--- src/verilog/fmrpc_pkg.sv ---
// Constants and state types of the FM reset pulse and phase counter
package fmrpc_pkg;
  localparam int CLK_HZ = 100_000_000;
  localparam int REF_HZ = 5_000_000;
  localparam int REF_DIV = CLK_HZ / REF_HZ;
  localparam int DIV_W = 5;
  localparam logic [DIV_W-1:0] DIV_LAST = DIV_W'(REF_DIV - 1);
  localparam logic [DIV_W-1:0] DIV_ONE = 5'h01;
  localparam int PULSE_NS = 400;
  localparam int REF_NS = 1_000_000_000 / REF_HZ;
  localparam int PULSE_TICKS = PULSE_NS / REF_NS;
  localparam int CNT_W = 10;
  localparam logic [CNT_W-1:0] CNT_PRESET = 10'h200;
  localparam logic [CNT_W-1:0] CNT_STEP = 10'h001;
  localparam logic [31:0] CTRL_ADDR = 32'h0000_0000;
  localparam logic [31:0] STAT_ADDR = 32'h0000_0004;
  localparam int CTRL_MODULATION_OFF_CONTROL_BIT = 0;
  localparam int CTRL_DC_SEL_BIT = 1;
  localparam int STAT_DIR_BIT = 16;
  localparam int STAT_POS_BIT = 17;
  localparam int STAT_NEG_BIT = 18;
  localparam int STAT_FM_ON_BIT = 19;
  localparam logic [1:0] RESP_OKAY = 2'h0;
  localparam logic [1:0] RESP_SLVERR = 2'h2;

  typedef struct packed {
    logic s1;
    logic s2;
    logic s3;
    logic lv;
  } fmrpc_sync_s;

  typedef struct packed {
    logic req;
    logic st1;
    logic st2;
  } fmrpc_pgen_s;

  typedef struct packed {
    fmrpc_sync_s rem_sy;
    fmrpc_sync_s add_sy;
    fmrpc_sync_s gate_sy;
    logic rem_pend;
    logic add_pend;
    logic [DIV_W-1:0] div;
    logic ref_tick;
    logic modulation_off_control;
    logic dc_sel;
    logic fm_on_q;
    logic dir_up;
    logic cclk;
    logic [CNT_W-1:0] cnt;
    logic aw_got;
    logic [31:0] aw_addr;
    logic w_got;
    logic [31:0] w_data;
    logic [3:0] w_strb;
    logic awready;
    logic wready;
    logic bvalid;
    logic [1:0] bresp;
    logic arready;
    logic rvalid;
    logic [31:0] rdata;
    logic [1:0] rresp;
  } fmrpc_core_s;
endpackage

--- src/verilog/fmrpc_core.sv ---
// FM reset pulse timing, count direction and phase counter with AXI4-Lite control
// Overview of operation
// - Pulse timing runs on a 5 MHz reference divided from the master clock.
// - The reference ticks only while FM is selected.
// - A remove-cycle rising edge sets the remove request flop.
// - Request feeds a two-stage chain; second stage high clears the request.
// - Second stage high forms a pulse of exactly two reference periods.
// - One pulse per remove request; it enables the positive reset current.
// - Pulses combine in a NOR counter clock; remove pulse end counts up.
// - Add path is identical; its pulse enables the negative reset current.
// - End of add pulse decrements the phase counter by one.
// - Remove request sets direction up, add request sets it down.
// - Counter steps once up per remove, once down per add event.
// - Counter counts only while dc_modulation_select select is low; high freezes it.
// - Counter loads its preset each time FM becomes selected.
// - Preset is the midscale code 512 of a 1024 full scale.
// - Ten counter bits drive the phase deviation converter code.
// - No reload of the preset while FM stays on.
// - Requests are latched, then released at a fixed loop-cycle gate point.
//
// The AXI4-Lite slave port and the placing of the registers were decided locally.
`timescale 1ns/1ps
module fmrpc_core (
  input wire logic aclk,
  input wire logic aresetn,
  input wire logic remove_cycle_latch,
  input wire logic add_cycle_latch,
  input wire logic loop_cycle_gate,
  output logic positive_reset_current_en,
  output logic negative_reset_current_en,
  output logic counter_clock,
  output logic count_up,
  output logic [fmrpc_pkg::CNT_W-1:0] phase_dac_code,
  input wire logic [31:0] awaddr,
  input wire logic awvalid,
  output logic awready,
  input wire logic [31:0] wdata,
  input wire logic [3:0] wstrb,
  input wire logic wvalid,
  output logic wready,
  output logic [1:0] bresp,
  output logic bvalid,
  input wire logic bready,
  input wire logic [31:0] araddr,
  input wire logic arvalid,
  output logic arready,
  output logic [31:0] rdata,
  output logic [1:0] rresp,
  output logic rvalid,
  input wire logic rready
);
  fmrpc_pkg::fmrpc_core_s st_r;
  fmrpc_pkg::fmrpc_core_s st_nxt;
  logic rem_req;
  logic add_req;
  logic rem_pulse;
  logic add_pulse;
  logic rem_idle;
  logic add_idle;
  logic rem_rel;
  logic add_rel;
  logic gate_rise;
  logic fm_on;
  logic fm_rise;
  logic cclk_rise;
  logic aw_take;
  logic w_take;
  logic ar_take;
  logic [1:0] rd_hit;
  logic [1:0] wr_hit;
  logic [fmrpc_pkg::DIV_W-1:0] gap_r;
  logic seen_r;
  // Latest rise of a pulse after its release: two reference periods plus the chain stages
  localparam int FIRE_MAX = fmrpc_pkg::PULSE_TICKS * fmrpc_pkg::REF_DIV + fmrpc_pkg::PULSE_TICKS;

  // Three-stage pin synchroniser; level moves once stages two and three agree
  function automatic fmrpc_pkg::fmrpc_sync_s sync_step(
    input fmrpc_pkg::fmrpc_sync_s s,
    input logic pin
  );
    fmrpc_pkg::fmrpc_sync_s n;
    n = s;
    n.s1 = pin;
    n.s2 = s.s1;
    n.s3 = s.s2;
    if (s.s2 == s.s3) begin
      n.lv = s.s3;
    end
    return n;
  endfunction

  function automatic logic sync_rise(input fmrpc_pkg::fmrpc_sync_s s);
    return s.s2 & s.s3 & ~s.lv;
  endfunction

  // One-hot register hit: bit 0 control, bit 1 status
  function automatic logic [1:0] reg_hit(input logic [31:0] a);
    logic [1:0] h;
    h[0] = a[31:2] == fmrpc_pkg::CTRL_ADDR[31:2];
    h[1] = a[31:2] == fmrpc_pkg::STAT_ADDR[31:2];
    return h;
  endfunction

  fmrpc_pulse_gen u_remove_pulse_shift_chain (
    .aclk(aclk),
    .aresetn(aresetn),
    .ref_tick(st_r.ref_tick),
    .req_set(rem_rel),
    .req_q(rem_req),
    .pulse(rem_pulse),
    .idle(rem_idle)
  );

  fmrpc_pulse_gen u_add_pulse_shift_chain (
    .aclk(aclk),
    .aresetn(aresetn),
    .ref_tick(st_r.ref_tick),
    .req_set(add_rel),
    .req_q(add_req),
    .pulse(add_pulse),
    .idle(add_idle)
  );

  // Release only when both generators are idle so pulses never overlap
  assign gate_rise = sync_rise(st_r.gate_sy);
  assign rem_rel = st_r.rem_pend & gate_rise & rem_idle & add_idle;
  assign add_rel = st_r.add_pend & gate_rise & rem_idle & add_idle & ~st_r.rem_pend;
  assign fm_on = ~st_r.modulation_off_control;
  assign fm_rise = fm_on & ~st_r.fm_on_q;
  assign cclk_rise = ~(rem_pulse | add_pulse) & ~st_r.cclk;
  assign aw_take = awvalid & st_r.awready;
  assign w_take = wvalid & st_r.wready;
  assign ar_take = arvalid & st_r.arready;
  assign rd_hit = reg_hit(araddr);

  always_comb begin
    st_nxt = st_r;
    st_nxt.rem_sy = sync_step(st_r.rem_sy, remove_cycle_latch);
    st_nxt.add_sy = sync_step(st_r.add_sy, add_cycle_latch);
    st_nxt.gate_sy = sync_step(st_r.gate_sy, loop_cycle_gate);
    // A new edge in the release cycle keeps the request pending
    st_nxt.rem_pend = sync_rise(st_r.rem_sy) | (st_r.rem_pend & ~rem_rel);
    st_nxt.add_pend = sync_rise(st_r.add_sy) | (st_r.add_pend & ~add_rel);

    // Reference divider, cleared and kept at zero while FM is off
    if (!fm_on || st_r.div == fmrpc_pkg::DIV_LAST) begin
      st_nxt.div = '0;
    end else begin
      st_nxt.div = st_r.div + fmrpc_pkg::DIV_ONE;
    end
    st_nxt.ref_tick = fm_on && st_r.div == fmrpc_pkg::DIV_LAST;

    if (rem_req) begin
      st_nxt.dir_up = 1'b1;
    end else if (add_req) begin
      st_nxt.dir_up = 1'b0;
    end

    st_nxt.cclk = ~(rem_pulse | add_pulse);
    st_nxt.fm_on_q = fm_on;
    if (fm_rise) begin
      st_nxt.cnt = fmrpc_pkg::CNT_PRESET;
    end else if (cclk_rise && fm_on && !st_r.dc_sel) begin
      if (st_r.dir_up) begin
        st_nxt.cnt = st_r.cnt + fmrpc_pkg::CNT_STEP;
      end else begin
        st_nxt.cnt = st_r.cnt - fmrpc_pkg::CNT_STEP;
      end
    end

    // AXI4-Lite write: address and data taken in either order
    if (aw_take) begin
      st_nxt.aw_got = 1'b1;
      st_nxt.aw_addr = awaddr;
    end
    if (w_take) begin
      st_nxt.w_got = 1'b1;
      st_nxt.w_data = wdata;
      st_nxt.w_strb = wstrb;
    end
    if (st_r.bvalid && bready) begin
      st_nxt.bvalid = 1'b0;
    end
    wr_hit = reg_hit(st_nxt.aw_addr);
    if (st_nxt.aw_got && st_nxt.w_got && !st_nxt.bvalid) begin
      st_nxt.aw_got = 1'b0;
      st_nxt.w_got = 1'b0;
      st_nxt.bvalid = 1'b1;
      st_nxt.bresp = fmrpc_pkg::RESP_SLVERR;
      if (wr_hit[0]) begin
        st_nxt.bresp = fmrpc_pkg::RESP_OKAY;
        if (st_nxt.w_strb[0]) begin
          st_nxt.modulation_off_control = st_nxt.w_data[fmrpc_pkg::CTRL_MODULATION_OFF_CONTROL_BIT];
          st_nxt.dc_sel = st_nxt.w_data[fmrpc_pkg::CTRL_DC_SEL_BIT];
        end
      end else if (wr_hit[1]) begin
        st_nxt.bresp = fmrpc_pkg::RESP_OKAY;
      end
    end
    st_nxt.awready = ~st_nxt.aw_got & ~st_nxt.bvalid;
    st_nxt.wready = ~st_nxt.w_got & ~st_nxt.bvalid;

    // AXI4-Lite read
    if (st_r.rvalid && rready) begin
      st_nxt.rvalid = 1'b0;
    end
    if (ar_take) begin
      st_nxt.rvalid = 1'b1;
      st_nxt.rdata = '0;
      st_nxt.rresp = fmrpc_pkg::RESP_OKAY;
      if (rd_hit[0]) begin
        st_nxt.rdata[fmrpc_pkg::CTRL_MODULATION_OFF_CONTROL_BIT] = st_r.modulation_off_control;
        st_nxt.rdata[fmrpc_pkg::CTRL_DC_SEL_BIT] = st_r.dc_sel;
      end else if (rd_hit[1]) begin
        st_nxt.rdata[fmrpc_pkg::CNT_W-1:0] = st_r.cnt;
        st_nxt.rdata[fmrpc_pkg::STAT_DIR_BIT] = st_r.dir_up;
        st_nxt.rdata[fmrpc_pkg::STAT_POS_BIT] = rem_pulse;
        st_nxt.rdata[fmrpc_pkg::STAT_NEG_BIT] = add_pulse;
        st_nxt.rdata[fmrpc_pkg::STAT_FM_ON_BIT] = fm_on;
      end else begin
        st_nxt.rresp = fmrpc_pkg::RESP_SLVERR;
      end
    end
    st_nxt.arready = ~st_nxt.rvalid;

    if (!aresetn) begin
      st_nxt = '0;
      st_nxt.modulation_off_control = 1'b1;
      st_nxt.cclk = 1'b1;
      st_nxt.cnt = fmrpc_pkg::CNT_PRESET;
    end
  end

  always_ff @(posedge aclk) begin
    st_r <= st_nxt;
  end

  assign positive_reset_current_en = rem_pulse;
  assign negative_reset_current_en = add_pulse;
  assign counter_clock = st_r.cclk;
  assign count_up = st_r.dir_up;
  assign phase_dac_code = st_r.cnt;
  assign awready = st_r.awready;
  assign wready = st_r.wready;
  assign bvalid = st_r.bvalid;
  assign bresp = st_r.bresp;
  assign arready = st_r.arready;
  assign rvalid = st_r.rvalid;
  assign rdata = st_r.rdata;
  assign rresp = st_r.rresp;

  // Cycles since the previous reference tick, for the period check
  always_ff @(posedge aclk) begin
    if (!aresetn || !fm_on) begin
      gap_r <= '0;
      seen_r <= 1'b0;
    end else if (st_r.ref_tick) begin
      gap_r <= '0;
      seen_r <= 1'b1;
    end else begin
      gap_r <= gap_r + fmrpc_pkg::DIV_ONE;
    end
  end
endmodule // fmrpc_core

--- src/verilog/fmrpc_pulse_gen.sv ---
// Request flop and two-stage reference-clocked chain forming one reset pulse
`timescale 1ns/1ps
module fmrpc_pulse_gen (
  input wire logic aclk,
  input wire logic aresetn,
  input wire logic ref_tick,
  input wire logic req_set,
  output logic req_q,
  output logic pulse,
  output logic idle
);
  fmrpc_pkg::fmrpc_pgen_s st_r;
  fmrpc_pkg::fmrpc_pgen_s st_nxt;
  logic [1:0] tk_r;

  always_comb begin
    st_nxt = st_r;
    if (st_r.st2) begin
      st_nxt.req = 1'b0;
    end
    if (req_set) begin
      st_nxt.req = 1'b1;
    end
    if (ref_tick) begin
      st_nxt.st1 = st_r.req;
      st_nxt.st2 = st_r.st1;
    end
    if (!aresetn) begin
      st_nxt = '0;
    end
  end

  always_ff @(posedge aclk) begin
    st_r <= st_nxt;
  end

  assign req_q = st_r.req;
  assign pulse = st_r.st2;
  assign idle = ~(st_r.req | st_r.st1 | st_r.st2);

  // Reference ticks seen while the pulse is high
  always_ff @(posedge aclk) begin
    if (!aresetn || !st_r.st2) begin
      tk_r <= 2'h0;
    end else if (ref_tick) begin
      tk_r <= tk_r + 2'h1;
    end
  end
endmodule // fmrpc_pulse_gen
--- config.mk ---
export PLATFORM = sky130hd
export DESIGN_NAME = fmrpc_core
export DESIGN_NICKNAME = d
export VERILOG_FILES = /design/src/verilog/fmrpc_pkg.sv /design/src/verilog/fmrpc_core.sv /design/src/verilog/fmrpc_pulse_gen.sv
export SDC_FILE = /design/constraint.sdc
export NUM_CORES = 1
export LEC_CHECK = 0
export ABC_AREA = 1
export CAP_MARGIN = 20
export CORE_MARGIN = 2
export CORE_UTILIZATION = 54
export CTS_CLUSTER_SIZE = 12
export DETAILED_ROUTE_END_ITERATION = 6
export DONT_BUFFER_PORTS = 1
export GPL_TIMING_DRIVEN = 0
export PLACE_DENSITY = 0.72
export RECOVER_POWER = 100
export SLEW_MARGIN = 20
export SYNTH_ARGS = -nofsm -noshare
export SYNTH_HDL_FRONTEND = slang
export SYNTH_SLANG_ARGS = --single-unit
--- constraint.sdc ---
create_clock -name aclk -period 2.4 [get_ports aclk]
set_input_delay 0.36 -clock aclk [delete_from_list [all_inputs] [get_ports aclk]]
set_output_delay 0.36 -clock aclk [all_outputs]
set_load 0.03 [all_outputs]
== Word-level counts from Yosys, hierarchy flattened ==
Cells that the tools add are included.
Word-level totals
  register bits: 134
  latch bits: 0
  bits in writable memories: 0
  bits in read-only memories: 0
  bits of input ports: 110
  output and inout port bits: 55
  word-level logic and storage cells: 141
  memories kept: 0
Operators by class
  add/sub/neg operators: 3
  multipliers: 0
  div/mod/pow operators: 0
  $lt $le $gt $ge: 0
  equal/unequal tests: 6
  shift-type cells: 0
  multiplexer cells: 24
  bitwise gates (word level): 46
  reductions and logical operators: 18
Operator list (count)
  $eq A30 B1 Y1 const B: 2
  $logic_not A30 Y1: 2
  $mux W37: 1
  $mux W35: 1
  $mux W33: 1
  $and A1 B1 Y1: 22
  $mux W10: 2
  $not A1 Y1: 17
  $add A10 B1 Y10 const B: 1
  $mux W1: 10
  $mux W2: 5
  $sub A10 B1 Y10 const B: 1
  $mux W4: 2
  $mux W8: 1
  $logic_and A1 B1 Y1: 7
  $or A1 B1 Y1: 7
  $reduce_bool A2 Y1: 3
  $add A5 B1 Y5 const B: 1
  $eq A5 B5 Y1 const B: 1
  $reduce_or A2 Y1: 2
  $eq A1 B1 Y1: 3
  $mux W3: 1
  $reduce_and A3 Y1: 1
  $logic_not A1 Y1: 2
  $logic_or A1 B1 Y1: 1

== Depth between registers and ports, before layout ==
Gate-level depths: netlist of the first run.
  word-level depth: 9
  gate-level depth with buffers: 13
  gate-level depth less buffers: 12

== Modules after synthesis ==
A second synthesis of the first run with hierarchy kept.
Second synthesis, totals
  cells, all modules: 666
  area total of the unflattened synthesis: 4663.2 um^2
Modules (own cells, without submodules)
  fmrpc_core: times used 1, cells an instance 634, area an instance 4428.0 um^2, sequential area each 1821.7 um^2
  fmrpc_pulse_gen: times used 2, cells an instance 16, area an instance 117.6 um^2, sequential area each 60.1 um^2

== Worst setup path after synthesis of the first run ==
OpenSTA, ideal clock, no wires.
  path type: register to register
  start: register st_r, in the netlist count_up
  end: register st_r, in the netlist phase_dac_code[8]
  library setup time: 0.109 ns
  arrival time: 1.957 ns
  data required time: 2.291 ns
  setup slack: 0.334 ns
  cell stages (with the launch flop): 10
  path buffers: 0
  period minus slack after synthesis: 2.066 ns
  path through: dfxtp_1 inv_1 ha_1 nand2_1 o21ai_0 nand3_1 o211ai_1 nand3_1 nand2_1 inv_1
Between the ends
  cells in the longest elaborated chain, start to end: 1
RTL lines
  start: declaration: RTL line fmrpc_core.sv:52  | fmrpc_pkg::fmrpc_core_s st_r;
  start signal: assignment: RTL line fmrpc_core.sv:235  | st_r <= st_nxt;
  $mux W10: RTL line fmrpc_core.sv:164  | if (st_r.dir_up) begin
Every way passes these cells.
A chain may end at the register's enable or synchronous reset.

== Worst setup path in the final report of the first run ==
  start: register st_r, in the netlist awready
  end: register st_r[124] (netlist name)
Between the ends
  cells in the longest elaborated chain, start to end: 5
  elaborated cells on any way between the ends: 6
  classes of those cells: mux: 1; bitwise: 1; reduce/logical: 4
RTL lines
  $and A1 B1 Y1 (*): RTL line fmrpc_core.sv:131  | assign aw_take = awvalid & st_r.awready;
  $mux W33 (*): RTL line fmrpc_core.sv:172  | if (aw_take) begin
  parallel branches: the longest is 2 deep, another holds $logic_not A30 Y1
  $reduce_and A3 Y1 (no source line) (*)
Mark *: on every way between the ends.

==> results of run 1 <==
layout make-up:
type                            count  area (µm²)
Tap cell                          105       131.4
Buffer                             66       347.8
Sequential cell                    97        1946
Inverter                           81       304.0
Multi-Input combinational cell    423        2001
Fill cell                         801        3357
Clock buffer                       10       127.6
Clock inverter                      6       43.79
synthesized netlist by cell type (all sizes together) (5+ instances only):
library cell | number | share of area [%]
o21a | 5 | 0.81
nor3 | 7 | 0.76
nor2 | 80 | 6.6
dfxtp | 97 | 42
ha | 12 | 3.2
nand2 | 141 | 12
inv | 79 | 6.4
clkbuf | 12 | 0.97
nand4 | 6 | 0.81
buf | 54 | 8.7
a21oi | 51 | 5.5
o21ai | 32 | 3.5
nand3 | 52 | 5.6
xor2 | 5 | 0.94
path summary, 6_finish.rpt:
check                           endpoint  slack [ns]  cells past startpoint
setup / recovery  st_r[124]$_SDFFE_PN0P_        0.22                     12
hold / removal      st_r[145]$_SDFF_PN0_         0.1                      2
setup reg to reg  st_r[124]$_SDFFE_PN0P_        0.22                     12
hold reg to reg     st_r[144]$_SDFF_PN0_        0.42                      2
power breakdown:
part / internal [µW] / switching (µW)
clock: 381 / 546
sequential: 1680 / 43.2
combinational: 139 / 290
total: 2200 / 880
cells by family (layout without fill, tap and decap cells):
family                     count (synthesis)  in the layout
AOI/OAI and AO/OA                         93             93
xor gates and xnor gates                   7              7
adders and majority gates                 13             13
buffers and inverters                    147            163
DFF                                       97             97
muxes                                      1              1
other                                      1             20
and+or+nand+nor                          289            289
metrics by stage:
step / worst slack [ns] / power (µW)
finish: 0.2239 / 3077
global route: 0.03819 / 3235
global placement: -0.04393 / 2182
CTS: 0.1705 / 3120
detailed placement: -0.08734 / 2198
floorplan: 0.3343 / 2117
per-layer routing:
metal / routed length [µm] / part of all wire (%)
met5: 0 / 0
met1: 4426 / 45
met3: 630 / 6.5
met2: 4553 / 47
met4: 149 / 1.5
flip-flops by register name, indices dropped and copies added (netlist names):
signal and count:
st_r 58, arready 1, bresp 1, rdata 14, u_add_pulse_shift_chain.req_q 1, rresp 1
u_remove_pulse_shift_chain.pulse 1, awready 1, phase_dac_code 10, counter_clock 1, u_remove_pulse_shift_chain.req_q 1, u_remove_pulse_shift_chain.st_r 1
u_add_pulse_shift_chain.pulse 1, wready 1, u_add_pulse_shift_chain.st_r 1, count_up 1, rvalid 1, bvalid 1
repair_timing:
action | CTS | global route
setup endpoints to repair | 4 | 1
hold buffers | 0 | 0
pin swaps | 0 | 0
gates resized for setup | 1 | 1
==> results.json, run 1 <==
{
  "rows": 33,
  "postSynthCellCount": 648,
  "yosysSeqAreaShare_pct": 41.90,
  "arrival_ns": 2.47,
  "synth_top_family_by_area": "simple AND/OR/NAND/NOR gates",
  "final_cell_mix": "138 x nand2_1, 96 x dfxtp_1, 79 x inv_1",
  "crit_top_cell": "nand2_1",
  "cts_root_buf": "clkbuf_8",
  "routed_wl_um": 9760,
  "hpwl_um": 7570,
  "dpl_cell_area_um2": 4837,
  "rsz0062_at_grt": "false",
  "synth_edf_count": 0,
  "cp_cell_sequence": "buf_4, nand2_1, clkbuf_1, nand2_1, nand2_1, nor2_1, nand2_1, nor2_1, nand3_1, nand2_1, inv_1, nor2_1",
  "met1_usage_pct": 27.04,
  "path_clk_slew_ns": 0.09,
  "yosys.area_share.adder_pct": 3.672,
  "critPathLaunchType": "flop",
  "worst_hold_slack_ns": 0.09774,
  "grt.overflow.total": 0,
  "final_max_slew_viol_count": 0,
  "grt_pass1_vias": 3562,
  "final_cells": 788,
  "ant_nets": 0,
  "ys.flop_type": "dfxtp_1",
  "path_max_fanout": 10,
  "final_layout_size_suffix_gt1_share_pct": 6.881,
  "setup-violations-final": 0,
  "dpl.cell_count": 772,
  "min_period_ns": 2.176,
  "drc": 0,
  "power_density_nw_per_um2": 627.8,
  "dr.pass1.iters": 4,
  "die_h_um": 96.64,
  "area.growth.synth_to_final_pct": 5.751,
  "ys_types": 31,
  "cpPeakStageDelay_ns": 0.53,
  "grt_start_max_net_pins": 17,
  "crit_family": "simple AND/OR/NAND/NOR gates",
  "r2r_start": "awready$_SDFF_PN0_",
  "outcome": "complete, no violations",
  "syn_area_per_cell_um2": 7.152,
  "die_x_um": 96.64,
  "start_util_pct": 56.12,
  "synthMuxAreaShare_pct": 0.2160,
  "use_met3_pct": 5.853,
  "period_share_pct": 90.67,
  "syn-cell-area_um2": 4634,
  "cap_viol_max_count": 0,
  "core-area_um2": 8258,
  "fin_tns_setup_ns": 0,
  "cts_made_buffers": 9,
  "clock-skew-final_ns": 0.009695,
  "routabilityCongestion": 0.8598,
  "synth_xor_area_share_pct": 1.323,
  "cp-end-kind": "flop",
  "cts_buffer_depth": 2,
  "cts.htree.levels": 3,
  "grt_pass1_wl_um": 16160,
  "ys_seq_elements": 97,
  "grt-busiest-layer": "met2",
  "crit_slowest_cell": "dfxtp_1",
  "synth-compound-area-share_pct": 10.56,
  "io_pins": 165,
  "hold_viol": 0,
  "cts_setup_buffers": 0,
  "portBuffers": 0,
  "vias": 3910,
  "max_freq_mhz": 459.5,
  "max-slew-margin-rel_pct": 61.85,
  "worstHoldStart": "remove_cycle_latch",
  "async_reset_ff_share_pct": 0,
  "p_leak_uw": 0.002352,
  "synth-simple-area-share_pct": 26.00,
  "stdcell_area_um2": 4901,
  "crit_buf_inv": 3,
  "final_net_count": 801,
  "finish.utilization_pct": 59.35,
  "startpoint": "awready$_SDFF_PN0_",
  "yosys_warnings": 0,
  "final_common_cell": "nand2_1",
  "cts_tree": "yes",
  "met2_usage_pct": 34.19,
  "clk_latency_ns": 0.35,
  "drt_iter0_markers": 173,
  "via_per_inst": 4.962,
  "crit_required_ns": 2.69,
  "worst_pin_slew_ns": 0.5722,
  "die-area_um2": 9339,
  "grtUsageTotal_pct": 20.89,
  "wl_per_cell_um": 12.39,
  "ir_drop_v": 0.0003466,
  "critPathKind": "reg2reg",
  "min_path_type": "in2reg",
  "diodes": 0,
  "clock_sinks": 97,
  "antenna_found_initial": 0
}
Power figures use the tool's default switching activity.
==> run 2, diff against run 1 <==
--- a/config.mk
+++ b/config.mk
@@ -8,12 +8,12 @@
 export ABC_AREA = 1
 export CAP_MARGIN = 20
 export CORE_MARGIN = 2
-export CORE_UTILIZATION = 54
+export CORE_UTILIZATION = 40
 export CTS_CLUSTER_SIZE = 12
 export DETAILED_ROUTE_END_ITERATION = 6
 export DONT_BUFFER_PORTS = 1
 export GPL_TIMING_DRIVEN = 0
-export PLACE_DENSITY = 0.72
+export PLACE_DENSITY = 0.57
 export RECOVER_POWER = 100
 export SLEW_MARGIN = 20
 export SYNTH_ARGS = -nofsm -noshare
==> run 2 against run 1 <==
  * Clock power increased by 54%
  * Sequential cell count unchanged
  * Setup slack improved by 0.037 ns
  * Clock-buffer cell count unchanged
  * Utilization decreased by 15 points
  * Largest power group unchanged
  * Sequential power about the same
  * Hold slack improved by 0.019 ns
  * Maximum frequency increased by 1.7%
  * First-iteration DRC count increased by 23%
  * Design area increased by 4.0%
  * Die area increased by 33%
==> results.json, run 2 (synthesized netlist as in run 1, its figures left out) <==
{
  "period_share_pct": 89.13,
  "routed_wl_um": 10210,
  "wl_per_cell_um": 12.34,
  "largest_register_ffs": 58,
  "clock_sinks": 97,
  "die_x_um": 111.6,
  "arrival_ns": 2.38,
  "drc": 0,
  "max-slew-margin-rel_pct": 60.00,
  "pre_cts_slack_ns": -0.1487,
  "swShare_pct": 26.02,
  "ctsHoldBuffers": 0,
  "path_max_fanout": 6,
  "grtUsageTotal_pct": 16.77,
  "portBuffers": 0,
  "hold_viol": 0,
  "cp_cell_sequence": "clkinvlp_4, ha_1, nand2_1, o21ai_0, nand3_1, o211ai_1, nand3_1, nand2_1, inv_1",
  "clk_latency_ns": 0.34,
  "drt_iter0_markers": 212,
  "start_util_pct": 40.76,
  "pwr-share-comb_pct": 12.0,
  "cts_root_buf": "clkbuf_16",
  "worst_pin_slew_ns": 0.6001,
  "crit_family": "compound AO/OA/AOI/OAI gates",
  "final_cell_mix": "136 x nand2_1, 96 x dfxtp_1, 78 x inv_1, 78 x nor2_1, 52 x nand3_1",
  "clkPwrFrac_pct": 39.8,
  "crit_slowest_cell": "dfxtp_4",
  "die_h_um": 111.6,
  "p_leak_uw": 0.002417,
  "cts.htree.levels": 3,
  "fin_ws_ns": 0.2608,
  "antenna_found_initial": 0,
  "ir_drop_v": 0.0005119,
  "largest_register": "st_r",
  "final_layout_size_suffix_gt1_share_pct": 7.174,
  "area.growth.synth_to_final_pct": 9.935,
  "crit_buf_inv": 2,
  "ant_nets": 0,
  "power_density_nw_per_um2": 702.5,
  "sequentialPowerShare_pct": 48.1,
  "rsz0062_at_grt": "false",
  "min_period_ns": 2.139,
  "max_freq_mhz": 467.5,
  "fillers": 1205,
  "dpl.cell_count": 810,
  "outcome": "complete, no violations",
  "cts_buffer_depth": 2,
  "grt_start_max_net_pins": 16,
  "cts_made_buffers": 9,
  "critPathKind": "reg2reg",
  "cpPeakStageDelay_ns": 0.47,
  "cts_tree": "yes",
  "hpwl_um": 7845,
  "vias": 3884,
  "grt_pass1_vias": 3573,
  "grt_pass1_wl_um": 16820,
  "path_clk_slew_ns": 0.06,
  "grt.overflow.total": 0,
  "final_common_cell": "nand2_1",
  "setup-violations-final": 0,
  "rows": 39,
  "final_cells": 827,
  "power_uw": 3579,
  "cap_viol_max_count": 0,
  "dr.pass1.iters": 4,
  "core-area_um2": 11370,
  "via_per_inst": 4.696,
  "worst_hold_slack_ns": 0.1166,
  "io_pins": 165,
  "internal_power_uw": 2648,
  "clock-skew-final_ns": 0.007515,
  "final_net_count": 803,
  "die-area_um2": 12460,
  "min_path_type": "in2reg",
  "crit_required_ns": 2.64,
  "critPathLaunchType": "flop",
  "p_switching_uw": 931.5,
  "cp-end-kind": "flop",
  "final_max_slew_viol_count": 0,
  "routabilityCongestion": 0.8289
}
run 2: changes by cell type in the layout (fill, tap and decap cells not counted), sizes merged:
| cell | change |
|---|---|
| buf | -1 |
| bufinv | +1 |
| clkbuf | +3 |
| clkinv | -2 |
| diode | +1 |
| inv | -1 |
run 2: final timing paths:
check        cells past startpoint  slack [ns]                              to             startpoint
max                              9        0.26  phase_dac_code[8]$_SDFFE_PP0P_  count_up$_SDFFE_PN0P_
min                              2        0.12            st_r[145]$_SDFF_PN0_     remove_cycle_latch
max reg2reg                      9        0.26  phase_dac_code[8]$_SDFFE_PP0P_  count_up$_SDFFE_PN0P_
min reg2reg                      2        0.41            st_r[140]$_SDFF_PN0_   st_r[141]$_SDFF_PN0_
run 2: what timing repair did:
| action | in CTS | in global routing |
|---|---|---|
| resized for setup | 1 | 2 |
| endpoints found under the hold margin | 0 | 0 |
| endpoints found under the setup margin | 5 | 1 |
| buffers inserted | 0 | 2 |
run 2: power groups by stage:
stage | registers [µW] | logic, µW | clock network, µW
2_1_floorplan | 1750 | 364 | 0
3_3_place_gp | 1760 | 431 | 0
3_5_place_dp | 1760 | 439 | 0
4_1_cts | 1720 | 441 | 1470
5_1_grt | 1730 | 497 | 1530
6_report | 1720 | 431 | 1430
run 2: per-layer routing:
layer	up-vias	share of wire (%)	GRT usage, %
li1	2044	-	-
met1	1749	48	21.54
met2	80	45	26.79
met3	11	6.1	5.008
met4	0	1.2	6.091
met5	-	0	0
run 2: metrics by stage:
step           TNS [ns]  utilization, %  cell area (µm²)
6_report              0           44.81             5095
3_3_place_gp    -0.1445           42.96             4885
2_1_floorplan         0               -             4706
4_1_cts               0           45.54             5177
3_5_place_dp    -0.3422           42.96             4885
5_1_grt               0           44.79             5092
run 2: layout make-up:
| type | count | area, µm² | share of cell area (%) |
|---|---|---|---|
| timing repair buffer | 2 | 11.26 | 0.2210 |
| multi-input combinational | 423 | 2011 | 39.46 |
| clock buffer | 10 | 239.0 | 4.691 |
| buffer | 66 | 346.6 | 6.803 |
| inverter | 81 | 307.8 | 6.041 |
| tap | 143 | 178.9 | 3.512 |
| antenna | 1 | 2.502 | 0.04912 |
| sequential | 97 | 1946 | 38.19 |
| clock inverter | 4 | 52.55 | 1.031 |
==> run 3, diff against run 2 <==
==> constraint.sdc (replaced) <==
create_clock -name aclk -period 2.4 [get_ports aclk]
set_input_delay 0.24 -clock aclk [delete_from_list [all_inputs] [get_ports aclk]]
set_output_delay 0.24 -clock aclk [all_outputs]
set_load 0.03 [all_outputs]
==> run 3 against run 2 <==
  * Wire length is 0.18% higher
  * Maximum frequency is essentially flat
  * First-iteration DRC count is 5.7% lower
  * Hold slack got worse by 0.052 ns
  * Clock skew is essentially flat
  * Die area stayed put
  * Sequential share of layout area fell by 0.23 points
  * Design area is 0.61% higher
  * Final cell count grew 0.36%
  * Critical path depth unchanged
  * Combinational power increased by 1%
  * Largest cell class unchanged
==> results.json, run 3 (synthesized netlist as in run 1, its figures left out) <==
{
  "worst_pin_slew_ns": 0.6072,
  "cp-end-kind": "flop",
  "largest_register": "st_r",
  "portBuffers": 0,
  "max-slew-margin-rel_pct": 59.52,
  "min_path_type": "in2reg",
  "core-area_um2": 11370,
  "arrival_ns": 2.38,
  "cap_viol_max_count": 0,
  "die_x_um": 111.6,
  "grt.overflow.total": 0,
  "routabilityCongestion": 0.8289,
  "crit_required_ns": 2.64,
  "critPathLaunchType": "flop",
  "grt_pass1_wl_um": 16820,
  "cts_root_buf": "clkbuf_16",
  "die_h_um": 111.6,
  "min_period_ns": 2.137,
  "vias": 3895,
  "outcome": "complete, no violations",
  "hpwl_um": 7845,
  "path_clk_slew_ns": 0.06,
  "clk_latency_ns": 0.34,
  "hold_viol": 0,
  "final_layout_size_suffix_gt1_share_pct": 7.289,
  "grt_pass1_vias": 3573,
  "final_net_count": 806,
  "clock-skew-final_ns": 0.007306,
  "power_uw": 3584,
  "ir_drop_v": 0.0005120,
  "critPathKind": "reg2reg",
  "ant_nets": 0,
  "clock_sinks": 97,
  "largest_register_ffs": 58,
  "rsz0062_at_grt": "false",
  "grtUsageTotal_pct": 16.77,
  "setup-violations-final": 0,
  "period_share_pct": 89.05,
  "cts_made_buffers": 9,
  "final_common_cell": "nand2_1",
  "stdcell_area_um2": 5126,
  "antenna_found_initial": 0,
  "p_leak_uw": 0.002434,
  "final_cell_mix": "136 x nand2_1, 96 x dfxtp_1, 78 x inv_1, 78 x nor2_1, 52 x nand3_1",
  "area.growth.synth_to_final_pct": 10.61,
  "final_max_slew_viol_count": 0,
  "drc": 0,
  "grt_start_max_net_pins": 16,
  "routed_wl_um": 10230,
  "wl_per_cell_um": 12.32,
  "cts_tree": "yes",
  "via_per_inst": 4.693,
  "dr.pass1.iters": 4,
  "power_density_nw_per_um2": 699.1,
  "die-area_um2": 12460,
  "dpl_cell_area_um2": 4885,
  "drt_iter0_markers": 200,
  "path_max_fanout": 6,
  "io_pins": 165,
  "cts.htree.levels": 3,
  "fillers": 1201,
  "max_freq_mhz": 467.9,
  "start_util_pct": 40.76,
  "cts_buffer_depth": 2,
  "rows": 39
}
==> run 3: changes by cell type in the layout (fill, tap and decap cells not counted), sizes merged <==
cell	previous run	this run
dlygate4sd3	0	3
buf	25	26
clkbuf	53	52
==> run 3: per-layer routing <==
layer	GRT usage, %	wire length, µm	vias to the layer above
li1	-	-	2052
met1	21.54	4877	1758
met2	26.79	4615	76
met3	5.008	609	9
met4	6.091	123	0
met5	0	0	-
==> run 3: worst max-delay path, stage by stage (launching register included) <==
cell	delay [ns]
dfxtp_4	0.47
clkinvlp_4	0.19
ha_1	0.39
nand2_1	0.06
o21ai_0	0.30
nand3_1	0.20
o211ai_1	0.21
nand3_1	0.10
nand2_1	0.08
inv_1	0.04
==> run 3: per-stage QoR <==
stage                     TNS, ns  cells  worst slack [ns]  hold slack [ns]  util [%]
after global routing            0    829           0.06954          0.06553     45.06
after detailed placement  -0.3422    810           -0.1487           0.3424     42.96
final                           0    830            0.2627          0.06510     45.09
after floorplan                 0    667            0.3343           0.3376         -
after global placement    -0.1445    810          -0.08375           0.3391     42.96
after CTS                       0    827            0.1209          0.05030     45.80
==> run 3: where the power goes <==
group          switching [µW]  total [µW]  internal [µW]
Sequential               43.0        1720           1680
Clock                     598        1430            828
Combinational             292         436            144
Total                     933        3580           2650
==> run 3: area by class of cell <==
class,instances,area [µm²],area share [%]
Buffer,66,347.8,6.785
Timing Repair Buffer,5,41.29,0.8055
Multi-Input combinational cell,423,2011,39.22
Inverter,81,307.8,6.004
Antenna cell,1,2.502,0.04882
Sequential cell,97,1946,37.95
Clock buffer,10,239.0,4.662
Clock inverter,4,52.55,1.025
Tap cell,143,178.9,3.490
==> run 3: worst paths after layout <==
path / start / to / slack [ns] / cells past startpoint
setup / recovery: count_up$_SDFFE_PN0P_ / phase_dac_code[8]$_SDFFE_PP0P_ / 0.26 / 9
setup reg to reg: count_up$_SDFFE_PN0P_ / phase_dac_code[8]$_SDFFE_PP0P_ / 0.26 / 9
hold reg to reg: st_r[141]$_SDFF_PN0_ / st_r[140]$_SDFF_PN0_ / 0.41 / 2
hold / removal: awaddr[30] / st_r[108]$_SDFF_PN0_ / 0.07 / 2
==> run 3: what timing repair did <==
item | in CTS | in global routing
setup endpoints to repair | 5 | 1
buffers inserted | 0 | 2
hold buffers | 3 | 0
hold endpoints to repair | 3 | 0
resized for setup | 1 | 2
